$ cat src/hw/mmd_space_pkg.sv
// constants and types shared by the management register space
//
// How it works
// - reserved device address reads zero, ignores writes
// - decode 5-bit device address to five managed devices
// - registers are 16 bits, 16-bit register address
// - every access moves one whole 16-bit word
// - latch-low bit drops, interrupts, read restores one
// - latch-high bit sets, interrupts, read clears zero
// - any edge sets transition bit until read
// - read-only fields show live value, ignore writes
// - fixed read-only fields never change, ignore writes
// - self-clear bit starts action, clears when done
// - single counter saturates, read-only, clears on read
// - low word read snapshots high word, clears pair
// - vendor registers start at offset c000 upward
// - vendor region split into 1k-word blocks
// - standard and vendor alarms use separate masks
// - two trees feed global summary driving pin
// - standard source found within two reads
// - vendor source found within three reads
// - every source masked, masked never reaches pin
package mmd_space_pkg;

   // ----------------------------------------------------------------
   // managed device addresses
   // ----------------------------------------------------------------
   localparam int NUM_MMD = 5;
   localparam logic [4:0] DEV_PMA = 5'h01;
   localparam logic [4:0] DEV_PCS = 5'h03;
   localparam logic [4:0] DEV_AN = 5'h07;
   localparam logic [4:0] DEV_GBE = 5'h1d;
   localparam logic [4:0] DEV_GLOBAL = 5'h1e;
   localparam logic [2:0] IDX_GLOBAL = 3'h4;
   localparam logic [2:0] IDX_NONE = 3'h7;

   // ----------------------------------------------------------------
   // register addresses inside each device
   // ----------------------------------------------------------------
   localparam logic [15:0] REG_CTRL = 16'h0000;
   localparam logic [15:0] REG_STATUS = 16'h0001;
   localparam logic [15:0] REG_IDENT = 16'h0002;
   localparam logic [15:0] VENDOR_BASE = 16'hc000;
   localparam logic [15:0] REG_PROV = 16'hc400;
   localparam logic [15:0] REG_STATE = 16'hc800;
   localparam logic [15:0] REG_CNT_SINGLE = 16'hc820;
   localparam logic [15:0] REG_CNT_LOW = 16'hc821;
   localparam logic [15:0] REG_CNT_HIGH = 16'hc822;
   localparam logic [15:0] REG_VALARM = 16'hcc00;
   localparam logic [15:0] REG_SMASK = 16'hd000;
   localparam logic [15:0] REG_VMASK = 16'hd400;
   localparam logic [15:0] REG_FLAGS = 16'hfc00;

   // ----------------------------------------------------------------
   // field positions, reset values and action length
   // ----------------------------------------------------------------
   localparam int SC_BIT = 15;
   localparam int LL_BIT = 2;
   localparam int LH_BIT = 7;
   localparam int LT_BIT = 0;
   localparam int FLAG_STD_BIT = 0;
   localparam int FLAG_VEND_BIT = 1;
   localparam logic [15:0] PROV_RESET = 16'h0000;
   localparam logic [7:0] SC_ACTION_CYCLES = 8'h10;

   // ----------------------------------------------------------------
   // bus-side register offsets (byte addresses)
   // ----------------------------------------------------------------
   localparam logic [7:0] AHB_ADDR_FRAME = 8'h00;
   localparam logic [7:0] AHB_DATA_FRAME = 8'h04;

   // bus slave states
   typedef enum logic [0:0] {
      BUS_IDLE = 1'b0,
      BUS_ACCESS = 1'b1
   } bus_state_t;

endpackage : mmd_space_pkg

$ cat src/hw/mmd_space.sv
// management register space of five managed devices behind an ahb-lite slave
module mmd_space #(
   parameter logic [15:0] IDENT_CODE = 16'h5a5a // arbitrary identification value
) (
   // clock and reset
   input wire logic clk,
   input wire logic rst,
   // ahb-lite slave
   input wire logic hsel,
   input wire logic [31:0] haddr,
   input wire logic [1:0] htrans,
   input wire logic hwrite,
   input wire logic [2:0] hsize,
   input wire logic [31:0] hwdata,
   input wire logic hready,
   output logic [31:0] hrdata,
   output logic hreadyout,
   output logic hresp,
   // monitored conditions per device, same clock
   input wire logic [mmd_space_pkg::NUM_MMD-1:0] link_cond,
   input wire logic [mmd_space_pkg::NUM_MMD-1:0] fault_cond,
   input wire logic [mmd_space_pkg::NUM_MMD-1:0] event_cond,
   input wire logic [mmd_space_pkg::NUM_MMD-1:0] count_inc,
   input wire logic [mmd_space_pkg::NUM_MMD-1:0] pair_inc,
   // actions and interrupt
   output logic [mmd_space_pkg::NUM_MMD-1:0] mmd_soft_reset,
   output logic int_n
);
   import mmd_space_pkg::*;

   // ----------------------------------------------------------------
   // state
   // ----------------------------------------------------------------
   typedef struct packed {
      bus_state_t bus; // slave phase
      logic ready; // drives hreadyout
      logic wr; // held write flag
      logic [7:0] off; // held byte offset
      logic [31:0] hrdata; // read data register
      logic [4:0] dev; // selected device address
      logic [15:0] regaddr; // selected register address
      logic int_n; // interrupt pin, active low
      logic [NUM_MMD-1:0] sc; // self-clear action bits
      logic [NUM_MMD-1:0][7:0] sc_cnt; // action progress
      logic [NUM_MMD-1:0] ll; // latch-low status bits
      logic [NUM_MMD-1:0] lh; // latch-high status bits
      logic [NUM_MMD-1:0] lt; // transition alarm bits
      logic [NUM_MMD-1:0] cond_prev; // last event condition
      logic [NUM_MMD-1:0][15:0] prov; // provisioning words
      logic [NUM_MMD-1:0][15:0] smask; // standard masks
      logic [NUM_MMD-1:0][15:0] vmask; // vendor masks
      logic [NUM_MMD-1:0][15:0] cnt1; // single-word counters
      logic [NUM_MMD-1:0][31:0] cnt2; // two-word counters
      logic [NUM_MMD-1:0][15:0] shadow; // high-word snapshots
   } state_t;

   state_t s_reg; // registered state
   state_t s_next; // next state

   // ----------------------------------------------------------------
   // decode helpers
   // ----------------------------------------------------------------
   // map a device address to an array index, reserved gives none
   function automatic logic [2:0] mmd_index(input logic [4:0] dev);
      logic [2:0] idx;
      idx = IDX_NONE;
      case (dev)
         DEV_PMA: idx = 3'h0;
         DEV_PCS: idx = 3'h1;
         DEV_AN: idx = 3'h2;
         DEV_GBE: idx = 3'h3;
         DEV_GLOBAL: idx = IDX_GLOBAL;
         default: idx = IDX_NONE;
      endcase
      return idx;
   endfunction : mmd_index

   // standard status word: latch-high bit and latch-low bit
   function automatic logic [15:0] status_word(input logic lh, input logic ll);
      logic [15:0] w;
      w = 16'h0000;
      w[LH_BIT] = lh;
      w[LL_BIT] = ll;
      return w;
   endfunction : status_word

   // ----------------------------------------------------------------
   // combinational decode
   // ----------------------------------------------------------------
   logic [2:0] idx; // selected device index
   logic acc; // data frame access to a real device
   logic [NUM_MMD-1:0] rd_sel; // one-hot read target
   logic [NUM_MMD-1:0] wr_sel; // one-hot write target
   logic [NUM_MMD-1:0] std_pend; // unmasked standard flags
   logic [NUM_MMD-1:0] vend_pend; // unmasked vendor flags
   logic [15:0] rd; // word read from the space
   logic [15:0] wdat; // word written to the space

   // selection and pending summaries from current state
   always_comb begin
      idx = mmd_index(s_reg.dev);
      acc = (s_reg.bus == BUS_ACCESS) && (s_reg.off == AHB_DATA_FRAME) && (idx != IDX_NONE);
      wdat = hwdata[15:0];
      rd_sel = '0;
      wr_sel = '0;
      std_pend = '0;
      vend_pend = '0;
      for (int m = 0; m < NUM_MMD; m++) begin
         if (acc && (idx == 3'(m))) begin
            rd_sel[m] = !s_reg.wr;
            wr_sel[m] = s_reg.wr;
         end
         // leaf flags gated by their own masks
         std_pend[m] = |(status_word(s_reg.lh[m], !s_reg.ll[m]) & s_reg.smask[m]);
         vend_pend[m] = s_reg.lt[m] & s_reg.vmask[m][LT_BIT];
      end
   end

   // read multiplexer over one device's registers
   always_comb begin
      rd = 16'h0000;
      if (acc) begin
         case (s_reg.regaddr)
            REG_CTRL: begin
               rd = 16'h0000;
               rd[SC_BIT] = s_reg.sc[idx];
            end
            REG_STATUS: rd = status_word(s_reg.lh[idx], s_reg.ll[idx]);
            REG_IDENT: rd = IDENT_CODE;
            REG_PROV: rd = s_reg.prov[idx];
            // live state of the monitored conditions
            REG_STATE: rd = {13'h0000, event_cond[idx], fault_cond[idx], link_cond[idx]};
            REG_CNT_SINGLE: rd = s_reg.cnt1[idx];
            REG_CNT_LOW: rd = s_reg.cnt2[idx][15:0];
            REG_CNT_HIGH: rd = s_reg.shadow[idx];
            REG_VALARM: begin
               rd = 16'h0000;
               rd[LT_BIT] = s_reg.lt[idx];
            end
            REG_SMASK: rd = s_reg.smask[idx];
            REG_VMASK: rd = s_reg.vmask[idx];
            REG_FLAGS: begin
               if (idx == IDX_GLOBAL) begin
                  // top summary: one bit per device in each tree
                  rd = {3'h0, vend_pend, 3'h0, std_pend};
               end else begin
                  // per-device standard and vendor flags, second step of vendor tree
                  rd = 16'h0000;
                  rd[FLAG_STD_BIT] = std_pend[idx];
                  rd[FLAG_VEND_BIT] = vend_pend[idx];
               end
            end
            default: rd = 16'h0000; // unmapped register reads zero
         endcase
      end
   end

   // ----------------------------------------------------------------
   // next state
   // ----------------------------------------------------------------
   always_comb begin
      s_next = s_reg;

      // per-device status, counters and actions
      for (int m = 0; m < NUM_MMD; m++) begin
         s_next.cond_prev[m] = event_cond[m];

         // latch-low: a low condition wins over the read restore
         if (!link_cond[m]) begin
            s_next.ll[m] = 1'b0;
         end else if (rd_sel[m] && (s_reg.regaddr == REG_STATUS)) begin
            s_next.ll[m] = 1'b1;
         end

         // latch-high: set wins over clear-on-read
         s_next.lh[m] = fault_cond[m] | (s_reg.lh[m] & !(rd_sel[m] && (s_reg.regaddr == REG_STATUS)));

         // transition: either edge sets, read clears
         s_next.lt[m] = (event_cond[m] ^ s_reg.cond_prev[m])
            | (s_reg.lt[m] & !(rd_sel[m] && (s_reg.regaddr == REG_VALARM)));

         // single-word counter, saturating, clear on read
         if (rd_sel[m] && (s_reg.regaddr == REG_CNT_SINGLE)) begin
            s_next.cnt1[m] = {15'h0000, count_inc[m]};
         end else if (count_inc[m] && (s_reg.cnt1[m] != 16'hffff)) begin
            s_next.cnt1[m] = s_reg.cnt1[m] + 16'h0001;
         end

         // two-word counter: low read snapshots high and clears pair
         if (rd_sel[m] && (s_reg.regaddr == REG_CNT_LOW)) begin
            s_next.shadow[m] = s_reg.cnt2[m][31:16];
            s_next.cnt2[m] = {31'h00000000, pair_inc[m]};
         end else if (pair_inc[m] && (s_reg.cnt2[m] != 32'hffffffff)) begin
            s_next.cnt2[m] = s_reg.cnt2[m] + 32'h00000001;
         end

         // self-clear action runs its count then drops
         if (s_reg.sc[m]) begin
            if (s_reg.sc_cnt[m] == SC_ACTION_CYCLES - 8'h01) begin
               s_next.sc[m] = 1'b0;
               s_next.sc_cnt[m] = 8'h00;
            end else begin
               s_next.sc_cnt[m] = s_reg.sc_cnt[m] + 8'h01;
            end
         end

         // writes: only writable words take data, others ignore it
         if (wr_sel[m]) begin
            case (s_reg.regaddr)
               REG_CTRL: begin
                  if (wdat[SC_BIT] && !s_reg.sc[m]) begin
                     s_next.sc[m] = 1'b1;
                     s_next.sc_cnt[m] = 8'h00;
                  end
               end
               REG_PROV: s_next.prov[m] = wdat;
               REG_SMASK: s_next.smask[m] = wdat;
               REG_VMASK: s_next.vmask[m] = wdat;
               default: s_next.prov[m] = s_reg.prov[m];
            endcase
         end
      end

      // interrupt pin low while any unmasked flag stands
      s_next.int_n = !((|std_pend) | (|vend_pend));

      // bus slave: one wait state, then the answer
      case (s_reg.bus)
         BUS_IDLE: begin
            s_next.ready = 1'b1;
            if (hsel && htrans[1] && hready) begin
               s_next.bus = BUS_ACCESS;
               s_next.ready = 1'b0;
               s_next.wr = hwrite;
               s_next.off = haddr[7:0];
            end
         end
         BUS_ACCESS: begin
            s_next.bus = BUS_IDLE;
            s_next.ready = 1'b1;
            s_next.hrdata = 32'h00000000;
            if (s_reg.off == AHB_ADDR_FRAME) begin
               if (s_reg.wr) begin
                  // address frame selects device and register
                  s_next.dev = hwdata[20:16];
                  s_next.regaddr = hwdata[15:0];
               end else begin
                  s_next.hrdata = {11'h000, s_reg.dev, s_reg.regaddr};
               end
            end else if ((s_reg.off == AHB_DATA_FRAME) && !s_reg.wr) begin
               s_next.hrdata = {16'h0000, rd};
            end
         end
         default: begin
            s_next.bus = BUS_IDLE;
            s_next.ready = 1'b1;
         end
      endcase
   end

   // ----------------------------------------------------------------
   // state register
   // ----------------------------------------------------------------
   always_ff @(posedge clk) begin
      if (rst) begin
         s_reg <= '0;
         s_reg.ready <= 1'b1;
         s_reg.int_n <= 1'b1;
         s_reg.ll <= '1;
         s_reg.prov <= {NUM_MMD{PROV_RESET}};
      end else begin
         s_reg <= s_next;
      end
   end

   // ----------------------------------------------------------------
   // outputs, all from flops except hresp, tied low
   // ----------------------------------------------------------------
   assign hrdata = s_reg.hrdata;
   assign hreadyout = s_reg.ready;
   assign hresp = 1'b0;
   assign mmd_soft_reset = s_reg.sc;
   assign int_n = s_reg.int_n;

endmodule : mmd_space

$ cat config.mk
export PLATFORM = sky130hd
export DESIGN_NAME = mmd_space
export DESIGN_NICKNAME = d
export VERILOG_FILES = /design/src/hw/mmd_space_pkg.sv /design/src/hw/mmd_space.sv
export SDC_FILE = /design/constraint.sdc
export NUM_CORES = 2
export LEC_CHECK = 0
export CORE_ASPECT_RATIO = 2
export CORE_MARGIN = 3
export CORE_UTILIZATION = 55
export DETAILED_ROUTE_END_ITERATION = 6
export DONT_BUFFER_PORTS = 1
export PLACE_DENSITY = 0.83
export SYNTH_ARGS = -nofsm -noshare
export SYNTH_HDL_FRONTEND = slang
export SYNTH_SLANG_ARGS = --single-unit
$ cat constraint.sdc
create_clock -name clk -period 2.8 [get_ports clk]
set_input_delay 0.14 -clock clk [delete_from_list [all_inputs] [get_ports clk]]
set_output_delay 0.14 -clock clk [all_outputs]
set_load 0.01 [all_outputs]
# Word-level counts from Yosys, hierarchy flattened
# Cells that the tools add are included.
# Widths: inputs -> output; s select.
[word_totals]
inputBits = 99
wordCells = 400
regBits = 690
[op_classes]
reduce_logical = 114
order_cmp = 1
n_eq_ne = 42
n_addsub = 15
bitwise_logic = 37
n_mux = 129
[op_table]
columns = ["operator", "count"]
rows = [
  ["$bmux 16 s3", 5],
  ["$mux 8", 25],
  ["$pmux 16 s12", 1],
  ["$add 32x1->32 const B", 5],
  ["$ne 32x32->1 const B", 5],
  ["$eq 16x16->1 const B", 9],
  ["$mux 16", 8],
  ["$bmux 32 s3", 1],
  ["$add 16x1->16 const B", 5],
  ["$and 8x16->16", 5],
  ["$ne 16x16->1 const B", 5],
  ["$reduce_or 16->1", 5],
  ["$reduce_or 80->1", 1],
  ["$mux 1", 74],
  ["$logic_and 1x1->1", 45],
  ["$add 8x1->8 const B", 5],
  ["$eq 8x4->1 const B", 5],
  ["$mux 32", 1],
  ["$reduce_and 2->1", 16],
  ["$bmux 1 s3", 9],
  ["$logic_not 1->1", 22],
  ["$mux 21", 1],
  ["$reduce_bool 2->1", 10],
  ["$reduce_or 2->1", 10],
  ["other kinds (26)", 60],
]

# Logic depth before layout (Yosys ltp)
[logic_depth]
ltp_word = 10
ltp_mapped = 12

# Worst setup path after synthesis
# Ideal clock, no wire load.
[synth_timing]
path_kind = "register -> register"
start = "reg s_reg[646] (netlist bit)"
end = "reg s_reg (netlist bit hrdata[7])"
arrival_time_ps = 2534
setup_time_ps = 148
required_ps = 2652
path_stages_with_launch = 11
path_buffers = 3
path_slack_ps = 118
cell_sequence = "dfxtp_1 or3b_1 clkbuf_1 or2_0 clkbuf_1 clkbuf_1 o22ai_1 nor3_1 or4_1 a2111oi_0 a2111oi_2"
[synth_via]
elab_chain_len = 8
word_cells_on_any_way = 26
[synth_lines]
columns = ["item", "line_no", "source"]
rows = [
  ["start, declared", "mmd_space.sv:57", "state_t s_reg;"],
  ["start signal, assigned", "mmd_space.sv:272", "s_reg <= s_next;"],
  ["$eq 5x5->1, or another cell as far along", "mmd_space.sv:67", "case (dev)"],
  ["$pmux 3 s5 (*)", "mmd_space.sv:67", ""],
  ["$bmux 16 s3, or another cell as far along", "mmd_space.sv:141", "REG_VMASK: rd = s_reg.vmask[idx];"],
  ["$mux 16 (not written as such), or another cell as far along", "mmd_space.sv:141", ""],
  ["$pmux 16 s12", "mmd_space.sv:123", "case (s_reg.regaddr)"],
  ["$mux 16 (*)", "mmd_space.sv:122", "if (acc) begin"],
  ["$mux 16 (*)", "mmd_space.sv:250", "end else if ((s_reg.off == AHB_DATA_FRAME) && !s_reg.wr) begin"],
  ["$mux 32 (*)", "mmd_space.sv:242", "if (s_reg.off == AHB_ADDR_FRAME) begin"],
]
# Every way passes the cells marked *; elsewhere a longest branch is shown, timed or not. The select of a mux whose other input is x is not followed.
# A chain may end at the register's enable or synchronous reset.

# Final worst setup path
[layout_timing]
start = "reg s_reg[634] (netlist bit)"
end = "reg s_reg (netlist bit hrdata[4])"
[layout_via]
elab_chain_len = 5
word_cells_on_any_way = 16
[layout_lines]
columns = ["item", "line_no"]
rows = [
  ["$eq 16x16->1, or another cell as far along", "mmd_space.sv:123"],
  ["$pmux 16 s12 (*)", "mmd_space.sv:123"],
  ["$mux 16 (*)", "mmd_space.sv:122"],
  ["$mux 16 (*)", "mmd_space.sv:250"],
  ["$mux 32 (*)", "mmd_space.sv:242"],
]
# Every way passes the cells marked *; elsewhere a longest branch is shown, timed or not.

==> results.md <==
- Vias per inst: 6.65
- Initial Util: 55.8%
- Critical Path Slowest Stage Cell: or4b_4
- Max FO, Critical Path: 11
- FFs w/ async S/R, synth: 0%
- Critical path type: flop to flop
- Routed WL: 147,000 um
- Synth Flop Type: dfxtp_1
- Yosys reg bits: 679
- Worst skew pair latency: 0.68 ns
- Wire per inst: 28.3 um
- Initial antenna violation count: 17
- Max-slew headroom: -0.0206%
- Final setup fails: 40
- Ys Warns: 0
- Synth area leader: dfxtp_1
- Synthesized area: 31,500 sq um
- Clock skew: 0.0270 ns
- Gr usage total: 46.4%
- Combinational share of power: 3.3%
- Die area: 60,300 sq um
- Final GP Congestion: 1.12
- Sw Pwr: 0.00455 W
- Count leader, synth: nand2_1
- Post-synth top cells: nand2_1 (876), dfxtp_1 (679), a21oi_1 (445)
- Largest register FFs: 651
- Syn Area/Cell: 7.75 sq um
- Hpwl dp: 98,200 um
- Switch share: 23.2%
- Top post-synthesis cells by area: dfxtp_1 (43%), nand2_1 (10%), a21oi_1 (7.1%), nor2_1 (4.8%), xor2_1 (4.3%)
- Pwr Density: 495 nW/um^2
- Clock transition at the registers of the reported paths: 0.08 ns
- Post-synthesis cell type count: 91
- Req. time, crit path: 3.36 ns
- Max VDD drop: 0.000545 V
- Max Cap Violations: 0
- Leakage: 13.6 nW
- Worst EP arrival: 3.55 ns
- CTS Sinks: 679
- TritonRoute pass-1 iters: 6
- H-tree Lvls: 2
- Final min period: 2.99 ns
- Initial DRC Count: 4,488
- Clk network pwr share: 46.5%
- Final TNS setup: -1.65 ns
- Antenna Nets Post-Route: 0
- Mapped Cells: 4,065
- Failing checks: hold timing, slew limit, setup timing
- Synth top area share: 43.2%
- Vias in the first global route: 32,292
- Crit path top cell by count: buf_6
- Largest net degree at the start of global routing: 417
- First-pass GRT wire length: 207,000 um
- Startpoint type of the worst setup path: flop
- Unrepaired setup endpoints after global routing: yes
- Outcome: finished, violations left
- Die Height: 344 um
- Final Hold Slack: -0.446 ns
- Cell family with most CP delay: simple AND/OR/NAND/NOR gates
- Vias after detailed routing: 34,476
- Fin crit share: 107%
- HP Class: input port to flop
- CTS buffer count: 58
- Final hold vios: 116
- Clock tree from TritonCTS: done
- Final Power: 0.0196 W
- Number of remaining DRC errors: 0
- Max Clk Rate: 335 MHz
- Port bufs: 0
- Aggregate global routing overflow: 0
- Slew at the pin closest to its max-slew limit: 1.50 ns
- Longest Clk Path Bufs: 3
- Cell Int Power: 0.0150 W
- Worst-path cell chain: or4b_4, buf_6, buf_6, nor4_4, buf_4, a22oi_1, nor2_2, nor4_2, and3_4, a2111oi_4
- Die Width: 175 um
- Layout cells sized above 1: 17.4%
- Root Driver: clkbuf_16
- Final WS setup: -0.186 ns
- Core area: 56,500 sq um
- Flop pwr share: 50.2%
- Slew Limit Fails: 4
- Sequential fraction of the synthesis area: 43.2%
- Crit path largest cell delay: 0.58 ns
- Area growth syn-to-layout: 25.6%
- Post-synth EDFFs: 0
- Crit path capture type: flop
- Ports: 139
- Fin nets: 4,476
- Row Count: 123
- Worst path buffer plus inverter count: 3
## placed cells by master (no fill, tap or decap), drive strengths merged, types with 15 or more instances in the layout
cell	instances
nand3	141
or3	41
and4	30
o22ai	136
and2	20
ha	15
nor4	61
clkbuf	78
a21oi	445
a2111oi	22
dfxtp	679
clkinv	16
dlygate4sd3	95
inv	39
o221ai	17
buf	439
diode	26
nand2	876
nand4	107
o21ai	79
nand3b	19
xnor2	82
a22oi	27
o31ai	20
and3	55
or4	18
nor2	408
nor3	103
xor2	153
## per-layer routing
metal | track usage, % | routed length, um | up-vias
met5 | 0 | 27 | -
met2 | 74.3 | 65000 | 2603
met1 | 44.2 | 43300 | 15992
met3 | 15.3 | 16100 | 1111
met4 | 50.8 | 22200 | 4
li1 | - | - | 14766
## cells by family (layout without fill, tap and decap cells)
| group | after synthesis | count (layout) | synth area share (%) |
|---|---|---|---|
| flops | 679 | 679 | 43.2 |
| other cells | 1 | 38 | 0.0119 |
| compound gates | 840 | 840 | 16.1 |
| mux | 15 | 15 | 0.481 |
| xor+xnor | 235 | 235 | 6.54 |
| buf+inv | 350 | 683 | 4.88 |
| simple gates | 1930 | 1931 | 28.2 |
| fa+ha+maj | 15 | 15 | 0.596 |
## through the flow
stage	instance area, sq um	std cells	hold slack [ns]	utilization, %	worst slack [ns]
6_report	39600	5186	-0.446	70.0	-0.186
5_1_grt	39500	5171	-0.460	70.0	-0.192
4_1_cts	38200	5128	-0.424	67.6	-0.0781
3_5_place_dp	34600	4919	0.250	61.3	-0.384
3_3_place_gp	34600	4919	0.242	61.3	-0.421
2_1_floorplan	31500	4076	0.250	-	0.118
## area by class of cell
type	instances	area (sq um)
multi-input cells	3048	17700
clock buffers	75	1640
flip-flops and latches	679	13600
diodes	26	65.1
inverters	38	143
fillers	4337	16900
clock inverters	33	497
well taps	750	938
repair buffers	537	4980
## repair_timing
item | 4_1_cts | 5_1_grt
hold buffers | 95 | 1
resized for setup | 96 | 205
gates cloned | 0 | 3
buffers inserted | 7 | 31
pin swaps | 29 | 50
endpoints found under the setup margin | 91 | 408
endpoints found under the hold margin | 510 | 360
## worst paths after layout
kind,startpoint,endpoint,slack [ns],cells past startpoint
max reg2reg,s_reg[634],hrdata[4],-0.19,10
max,s_reg[634],hrdata[4],-0.19,10
min,rst,s_reg[596],-0.45,1
min reg2reg,s_reg[522],s_reg[522],0.45,2
## power by group through the flow
stage,Combinational [W],Clock [W],Sequential [W]
detailed placement,0.000394,0,0.0100
CTS,0.000577,0.00906,0.00981
floorplan,0.000417,0,0.00997
finish,0.000642,0.00911,0.00982
global route,0.000662,0.00945,0.00982
global placement,0.000385,0,0.0100
Power figures use the tool's default switching activity.
